File: config.mk
export PLATFORM = sky130hd
export DESIGN_NAME = sms_outputs
export DESIGN_NICKNAME = d
export VERILOG_FILES = /design/src/verilog/sms_pkg.sv /design/src/verilog/sms_ramp.sv /design/src/verilog/sms_outputs.sv
export SDC_FILE = /design/constraint.sdc
export NUM_CORES = 1
export LEC_CHECK = 0
export BUFFER_PORTS_ARGS = -buffer_cell sky130_fd_sc_hd__clkbuf_2
export CAP_MARGIN = 10
export CORE_MARGIN = 2
export CORE_UTILIZATION = 61
export CTS_CLUSTER_DIAMETER = 30
export DETAILED_ROUTE_END_ITERATION = 10
export GPL_TIMING_DRIVEN = 0
export PLACE_DENSITY = 0.87
export SLEW_MARGIN = 15
export SYNTH_ARGS = -nofsm -noshare
export SYNTH_HDL_FRONTEND = slang
export SYNTH_SLANG_ARGS = --single-unit
File: constraint.sdc
create_clock -name clk -period 6.72 [get_ports clk]
set_input_delay 1.344 -clock clk [delete_from_list [all_inputs] [get_ports clk]]
set_output_delay 1.344 -clock clk [all_outputs]
set_load 0.02 [all_outputs]
File: src/verilog/sms_pkg.sv
// Constants and carrier types for the sweep marker/blank/ramp outputs
package sms_pkg;

   // ==========================================================
   // Widths and sweep modes
   // ==========================================================
   localparam int unsigned SMS_FW        = 32;  // Frequency word width
   localparam int unsigned SMS_TW        = 20;  // Sweep time width, ms
   localparam int unsigned SMS_XW        = 12;  // Ramp code width
   localparam int unsigned SMS_CW        = 14;  // Gap counter width
   localparam logic [1:0]  SMS_MODE_LIN  = 2'h0;
   localparam logic [1:0]  SMS_MODE_LOG  = 2'h1;
   localparam logic [1:0]  SMS_MODE_DISC = 2'h2;
   localparam logic [SMS_XW-1:0] SMS_X_FULL = 12'hFFF; // Full scale
   localparam logic [SMS_XW-1:0] SMS_X_ZERO = 12'h000;

   // ==========================================================
   // Timing
   // ==========================================================
   localparam int unsigned SMS_CLK_HZ     = 20_000_000;
   localparam int unsigned SMS_CYC_PER_MS = SMS_CLK_HZ / 1000;
   localparam int unsigned SMS_CYC_PER_US = SMS_CLK_HZ / 1_000_000;
   // Ramp is held at zero from this sweep time upward
   localparam int unsigned SMS_XOFF_S     = 100;
   localparam logic [SMS_TW-1:0] SMS_XOFF_MS = SMS_TW'(SMS_XOFF_S * 1000);
   // Blank high time between continuous discrete sweeps
   localparam int unsigned SMS_GAP_US     = 400;
   localparam int unsigned SMS_GAP_CYC    = SMS_GAP_US * SMS_CYC_PER_US;
   // Short blank pulse at the stop of a continuous log sweep
   localparam int unsigned SMS_PULSE_US   = 10;
   localparam int unsigned SMS_PULSE_CYC  = SMS_PULSE_US * SMS_CYC_PER_US;
   localparam logic [SMS_CW-1:0] SMS_PULSE_LOAD = SMS_CW'(SMS_PULSE_CYC - 1);

   // ==========================================================
   // Types
   // ==========================================================
   typedef enum logic [2:0] {
      SMS_IDLE = 3'h0,
      SMS_UP   = 3'h1,
      SMS_DOWN = 3'h3,
      SMS_END  = 3'h2,
      SMS_GAP  = 3'h6
   } sms_state_t;

   // Sweep setup, held stable while a sweep or segment runs
   typedef struct packed {
      logic [1:0]        mode;
      logic              cont;
      logic [SMS_FW-1:0] start_f;
      logic [SMS_FW-1:0] stop_f;
      logic [SMS_FW-1:0] mark_f;
      logic [SMS_TW-1:0] time_ms;
   } sms_cfg_t;

   // Sweep engine events, each a one-cycle pulse, with current frequency
   typedef struct packed {
      logic              run_start;
      logic              down_start;
      logic              seg_start;
      logic              step;
      logic              stop_hit;
      logic              last_end;
      logic [SMS_FW-1:0] cur_f;
   } sms_evt_t;

endpackage : sms_pkg

File: src/verilog/sms_ramp.sv
// Horizontal ramp code generator, linear in elapsed time
module sms_ramp
   import sms_pkg::*;
(
   input  wire logic              clk,
   input  wire logic              rst,
   input  wire logic              clear,
   input  wire logic              run,
   input  wire logic [SMS_TW-1:0] time_ms,
   output logic      [SMS_XW-1:0] level
);

   logic [31:0]       period_r;
   logic [31:0]       acc_r;
   logic [31:0]       acc_sum;
   logic [SMS_XW-1:0] level_r;

   // ==========================================================
   // Ramp accumulator
   // ==========================================================
   assign acc_sum = acc_r + 32'(SMS_X_FULL);
   assign level   = level_r;

   // Sweep length in cycles, latched on clear; floor keeps one step a cycle
   always_ff @(posedge clk) begin
      if (rst) begin
         period_r <= 32'h0000_0FFF;
      end else if (clear) begin
         if (32'(time_ms) * 32'(SMS_CYC_PER_MS) < 32'(SMS_X_FULL)) begin
            period_r <= 32'(SMS_X_FULL);
         end else begin
            period_r <= 32'(time_ms) * 32'(SMS_CYC_PER_MS);
         end
      end
   end

   // Error-term stepping: full scale spread evenly over the period
   always_ff @(posedge clk) begin
      if (rst || clear) begin
         acc_r   <= 32'h0000_0000;
         level_r <= SMS_X_ZERO;
      end else if (run && level_r != SMS_X_FULL) begin
         if (acc_sum >= period_r) begin
            acc_r   <= acc_sum - period_r;
            level_r <= level_r + 12'h001;
         end else begin
            acc_r   <= acc_sum;
         end
      end
   end

endmodule : sms_ramp

File: src/verilog/sms_outputs.sv
// Sweep marker, blanking and horizontal ramp outputs
module sms_outputs
   import sms_pkg::*;
#(
   parameter int unsigned GAP_CYC = SMS_GAP_CYC
)(
   input  wire logic              clk,
   input  wire logic              rst,
   input  wire sms_cfg_t          cfg,
   input  wire sms_evt_t          evt,
   output logic                   marker,
   output logic                   z_blank,
   output logic                   restart,
   output logic      [SMS_XW-1:0] x_drive
);

   localparam logic [SMS_CW-1:0] GAP_LOAD = SMS_CW'(GAP_CYC - 1);

   sms_state_t        state_r;
   logic [SMS_CW-1:0] cnt_r;
   logic              marker_r;
   logic              z_blank_r;
   logic              restart_r;
   logic              is_lin;
   logic              is_log;
   logic              is_disc;
   logic              seg_up;
   logic              in_span;
   logic              all_equal;
   logic              crossed;
   logic              end_evt;
   logic              gap_load;
   logic              gap_done;
   logic              x_en;
   logic              ramp_clear;
   logic              ramp_run;

   // ==========================================================
   // Decode of mode, span and crossing
   // ==========================================================
   assign is_lin  = (cfg.mode == SMS_MODE_LIN);
   assign is_log  = (cfg.mode == SMS_MODE_LOG);
   assign is_disc = (cfg.mode == SMS_MODE_DISC);
   assign seg_up  = (cfg.stop_f >= cfg.start_f);

   // Mark lies between start and stop, whichever way the span runs
   assign in_span = seg_up
      ? (cfg.mark_f >= cfg.start_f && cfg.mark_f <= cfg.stop_f)
      : (cfg.mark_f <= cfg.start_f && cfg.mark_f >= cfg.stop_f);

   assign all_equal = (cfg.start_f == cfg.stop_f)
                   && (cfg.stop_f == cfg.mark_f);

   // Frequency has reached the mark in the direction of travel
   assign crossed = evt.step && in_span
      && (seg_up ? (evt.cur_f >= cfg.mark_f)
                 : (evt.cur_f <= cfg.mark_f));

   // End of the unblanked part of a sweep, per mode
   assign end_evt = (is_lin && !cfg.cont && evt.stop_hit)
                 || (is_lin && cfg.cont && evt.down_start)
                 || (is_log && evt.stop_hit)
                 || (is_disc && evt.last_end);

   // Timed gap: blank pulse in continuous log, restart gap in continuous discrete
   assign gap_load = state_r == SMS_UP && !evt.run_start && cfg.cont
      && ((is_log && evt.stop_hit) || (is_disc && evt.last_end));
   assign gap_done = state_r == SMS_GAP && cnt_r == '0;

   // ==========================================================
   // Sweep phase tracking
   // ==========================================================
   always_ff @(posedge clk) begin
      if (rst) begin
         state_r <= SMS_IDLE;
      end else if (evt.run_start) begin
         state_r <= SMS_UP;
      end else begin
         unique case (state_r)
            SMS_UP: begin
               if (is_lin && cfg.cont && evt.down_start) begin
                  state_r <= SMS_DOWN;
               end else if (gap_load) begin
                  state_r <= SMS_GAP;
               end else if (end_evt && !cfg.cont) begin
                  state_r <= SMS_END;
               end
            end
            SMS_GAP: begin
               if (gap_done) begin
                  state_r <= is_log ? SMS_UP : SMS_IDLE;
               end
            end
            SMS_IDLE, SMS_DOWN, SMS_END: begin
               state_r <= state_r;
            end
            default: begin
               state_r <= SMS_IDLE;
            end
         endcase
      end
   end

   // Gap counter, loaded as the gap opens
   always_ff @(posedge clk) begin
      if (rst) begin
         cnt_r <= '0;
      end else if (gap_load) begin
         cnt_r <= is_log ? SMS_PULSE_LOAD : GAP_LOAD;
      end else if (state_r == SMS_GAP && cnt_r != '0) begin
         cnt_r <= cnt_r - 14'h0001;
      end
   end

   // One-cycle request to the sweep engine to begin the next pass
   always_ff @(posedge clk) begin
      if (rst) begin
         restart_r <= 1'b0;
      end else begin
         restart_r <= gap_done && is_disc;
      end
   end

   // ==========================================================
   // Marker
   // ==========================================================
   always_ff @(posedge clk) begin
      if (rst) begin
         marker_r <= 1'b1;
      end else if (is_log) begin
         marker_r <= 1'b1;
      end else if (is_disc) begin
         if (evt.seg_start) begin
            marker_r <= !all_equal;
         end else if (crossed && !all_equal) begin
            marker_r <= 1'b0;
         end
      end else begin
         if (evt.run_start) begin
            marker_r <= 1'b1;
         end else if (evt.stop_hit) begin
            marker_r <= 1'b1;
         end else if (state_r == SMS_UP && seg_up && crossed) begin
            marker_r <= 1'b0;
         end
      end
   end

   // ==========================================================
   // Blanking
   // ==========================================================
   always_ff @(posedge clk) begin
      if (rst) begin
         z_blank_r <= 1'b1;
      end else if (evt.run_start) begin
         z_blank_r <= 1'b0;
      end else if (state_r == SMS_UP && end_evt) begin
         z_blank_r <= 1'b1;
      end else if (gap_done && is_log) begin
         z_blank_r <= 1'b0;
      end
   end

   // ==========================================================
   // Horizontal ramp
   // ==========================================================
   assign x_en = !is_disc && cfg.time_ms < SMS_XOFF_MS;

   // Reset on each new pass; held at zero on the down pass
   assign ramp_clear = !x_en || evt.run_start
                    || (is_lin && cfg.cont && evt.down_start)
                    || gap_load;
   // Advances only on an upward pass; holds full afterwards
   assign ramp_run = x_en && state_r == SMS_UP;

   sms_ramp u_ramp (
      .clk     (clk),
      .rst     (rst),
      .clear   (ramp_clear),
      .run     (ramp_run),
      .time_ms (cfg.time_ms),
      .level   (x_drive)
   );

   assign marker  = marker_r;
   assign z_blank = z_blank_r;
   assign restart = restart_r;
endmodule : sms_outputs

==> results_dict.tcl <==
set metrics [dict create \
    start_util_pct 62.6 \
    relSlewSlack_pct 48.4 \
    drt_pass1_iterations 8 \
    die_area_um2 22900 \
    cts-root-buf "clkbuf_16" \
    die_x_um 151 \
    globalRouteTotalUtil_pct 32.0 \
    grt-ovfl-total 0 \
    syn_inst 1713 \
    fin_hold_ws_ns 0.470 \
    worstPathArrival_ns 6.66 \
    tightest_slew_ns 0.766 \
    synth_fp_nets 2166 \
    rsz0062_at_grt "no" \
    end_kind "flip-flop" \
    nNetsFinal 2349 \
    cp_cell_sequence "clkbuf_2, inv_1, fa_1, inv_1, ha_1, inv_1, fa_1, inv_1, ha_1, inv_1, fa_1, inv_1, ha_1, buf_6, o21a_1, and3_1, a221o_1, a311o_1, a21oi_1, xor2_1, o2111a_1, nand4b_4, o2111ai_1" \
    syn_area_um2 13200 \
    hold_violations 0 \
    synth_ff_type "dfxtp_1" \
    layout_min_cycle_time_ns 6.40 \
    layout.cells.non_filler 2177 \
    cts.sinks 92 \
    syn_avg_cell_area_um2 7.73 \
    worst_path_largest_cell_delay_ns 0.55 \
    cts_resized 0 \
    numPortBuffers 172 \
    cts_hold_buf 0 \
    grt_pass1_vias 12943 \
    clk_transition_reported_paths_ns 0.07 \
    yosys-top-cells-count "inv_1 (282), ha_1 (246), a21oi_1 (143), nor2_1 (125), nand2_1 (105)" \
    synth.most_common_cell "inv_1" \
    drive_gt1_share_pct 12.3 \
    worstSetupPathType "in -> reg" \
    hold_class "reg -> reg" \
    synth-seq-cells 92 \
    first_iter_violations 758 \
    cts_tree "built" \
    crit_top_cell "inv_1" \
    cts_made_buffers 9 \
    area_delta_synth_final_pct 11.3 \
    cellPowerDensity_nw_per_um2 263 \
    power.leakage_nw 7.59 \
    dpl.cell_count 2160 \
    die_h_um 151 \
    grt_pass1_wl_um 59400 \
    status "finished clean" \
    seq_area_frac_synth_pct 13.9 \
    post-route-drc-count 0 \
    hpwl_um 30300 \
    gp_congestion 0.944 \
    cp.required_ns 6.99 \
    async_flop_share_pct 0 \
    synth_edf_count 0 \
    cp_max_fo 9 \
    clock-skew-final_ns 0.0115 \
    critPathSlowestCell "fa_1" \
    postCtsSetupBuffers 0 \
    ant_nets 0 \
    maxCapViolCount 0 \
    fmax_mhz 156 \
    synth_area_leaders "ha_1 (23%), dfxtp_1 (14%), inv_1 (8.0%)" \
    ys_warn_count 0 \
    routed-via-count 13038 \
    core_um2 21200 \
    wl_per_cell_um 16.6 \
    antenna_found_initial 1 \
    yosysUniqueCellTypes 82 \
    ir_drop_uv 215 \
    fin_setup_tns_ns 0 \
    yosysTopAreaCell "ha_1" \
    fp-row-count 53 \
    slew_viol_final 0 \
    crit_path_start_kind "input pin" \
    yosysTopAreaCellShare_pct 23.3 \
    h-tree-depth 3 \
    vias_per_cell 5.99 \
    setup_viol 0 \
    grt_max_degree 19 \
    post-route-period-util_pct 95.2 \
    clk_path_buf_depth 2 \
    clk_latency_ns 0.36 \
    wl_um 36100 \
    io_pins 174 \
]
[layout make-up]
| cell class | instances | area (um2) |
|---|---|---|
| Timing Repair Buffer | 172 | 861 |
| Buffer | 50 | 239 |
| Antenna cell | 1 | 2.50 |
| Sequential cell | 92 | 1840 |
| Clock buffer | 9 | 225 |
| Tap cell | 275 | 344 |
| Multi-Input combinational cell | 1289 | 10100 |
| Fill cell | 1737 | 6420 |
| Clock inverter | 7 | 63.8 |
| Inverter | 282 | 1060 |
[placed cells by master, fill, tap and decap left out, drive strengths merged, types with 12 or more instances in the layout]
cell,netlist,layout
xor2,37,37
fa,48,48
o211ai,17,17
nor2,125,125
inv,282,287
nor3,38,38
nor2b,22,22
a21o,62,62
nand2b,14,14
dfxtp,92,92
clkbuf,28,209
nand4,37,37
nand3,37,37
nor4,19,19
buf,22,22
and3,14,14
nand2,105,105
and2,12,12
ha,246,246
o21a,19,19
o21ai,71,71
xnor2,49,49
a21oi,145,145
a211oi,18,18
[flip-flops by register name, indices dropped and copies added (netlist names)]
signal	flops
cnt_r	14
u_ramp.level	12
restart	1
marker	1
z_blank	1
state_r	3
u_ramp.acc_r	32
u_ramp.period_r	28
[per-stage QoR]
step | util [%] | worst slack [ns] | power, mW | instance area, um2
global route | 69.6 | 0.131 | 4.24 | 14700
floorplan | - | 0.670 | 2.74 | 13200
CTS | 69.6 | 0.360 | 3.84 | 14700
global placement | 68.3 | 0.121 | 3.23 | 14400
detailed placement | 68.3 | 0.0224 | 3.32 | 14400
finish | 69.6 | 0.324 | 3.88 | 14700
[layer usage]
metal	part of all wire [%]	track usage [%]	vias to the layer above	routed length [um]
met2	48	57.5	481	17400
met4	3.9	14.1	0	1410
li1	-	-	6356	-
met1	42	38.5	6085	15000
met5	0	0	-	0
met3	6.4	3.49	116	2290
[kinds of logic (layout without fill, tap and decap cells)]
kind of cell	count (synthesis)	count (layout)	share of synthesized area, %
other	0	1	0
AO/OA/AOI/OAI	433	433	21.6
flip-flops	92	92	13.9
XOR/XNOR	86	86	5.69
adder cells (fa/ha/maj)	294	294	30.5
AND/OR/NAND/NOR	467	467	17.8
multiplexers	9	9	0.718
buffers and inverters	332	520	9.80
[worst paths after layout]
| path | startpoint | to | slack [ns] | cells past startpoint |
|---|---|---|---|---|
| max reg2reg | u_ramp.acc_r[0] | u_ramp.acc_r[22] | 1.36 | 18 |
| min reg2reg | u_ramp.period_r[28] | u_ramp.period_r[28] | 0.47 | 2 |
| max | cfg[4] | u_ramp.period_r[5] | 0.32 | 23 |
| min | u_ramp.period_r[28] | u_ramp.period_r[28] | 0.47 | 2 |
[worst max-delay path: cells and delay by family]
family | cells | cell delay [ns]
compound gates | 6 | 1.62
xor+xnor | 1 | 0.23
fa+ha+maj | 6 | 2.41
buf+inv | 8 | 0.65
simple gates | 2 | 0.41
[power breakdown]
part	switching [mW]	internal, mW
Combinational	1.59	1.16
Clock	0.247	0.260
Sequential	0.0187	0.608
Total	1.85	2.02
No activity file was read; power rests on OpenSTA's default activity.
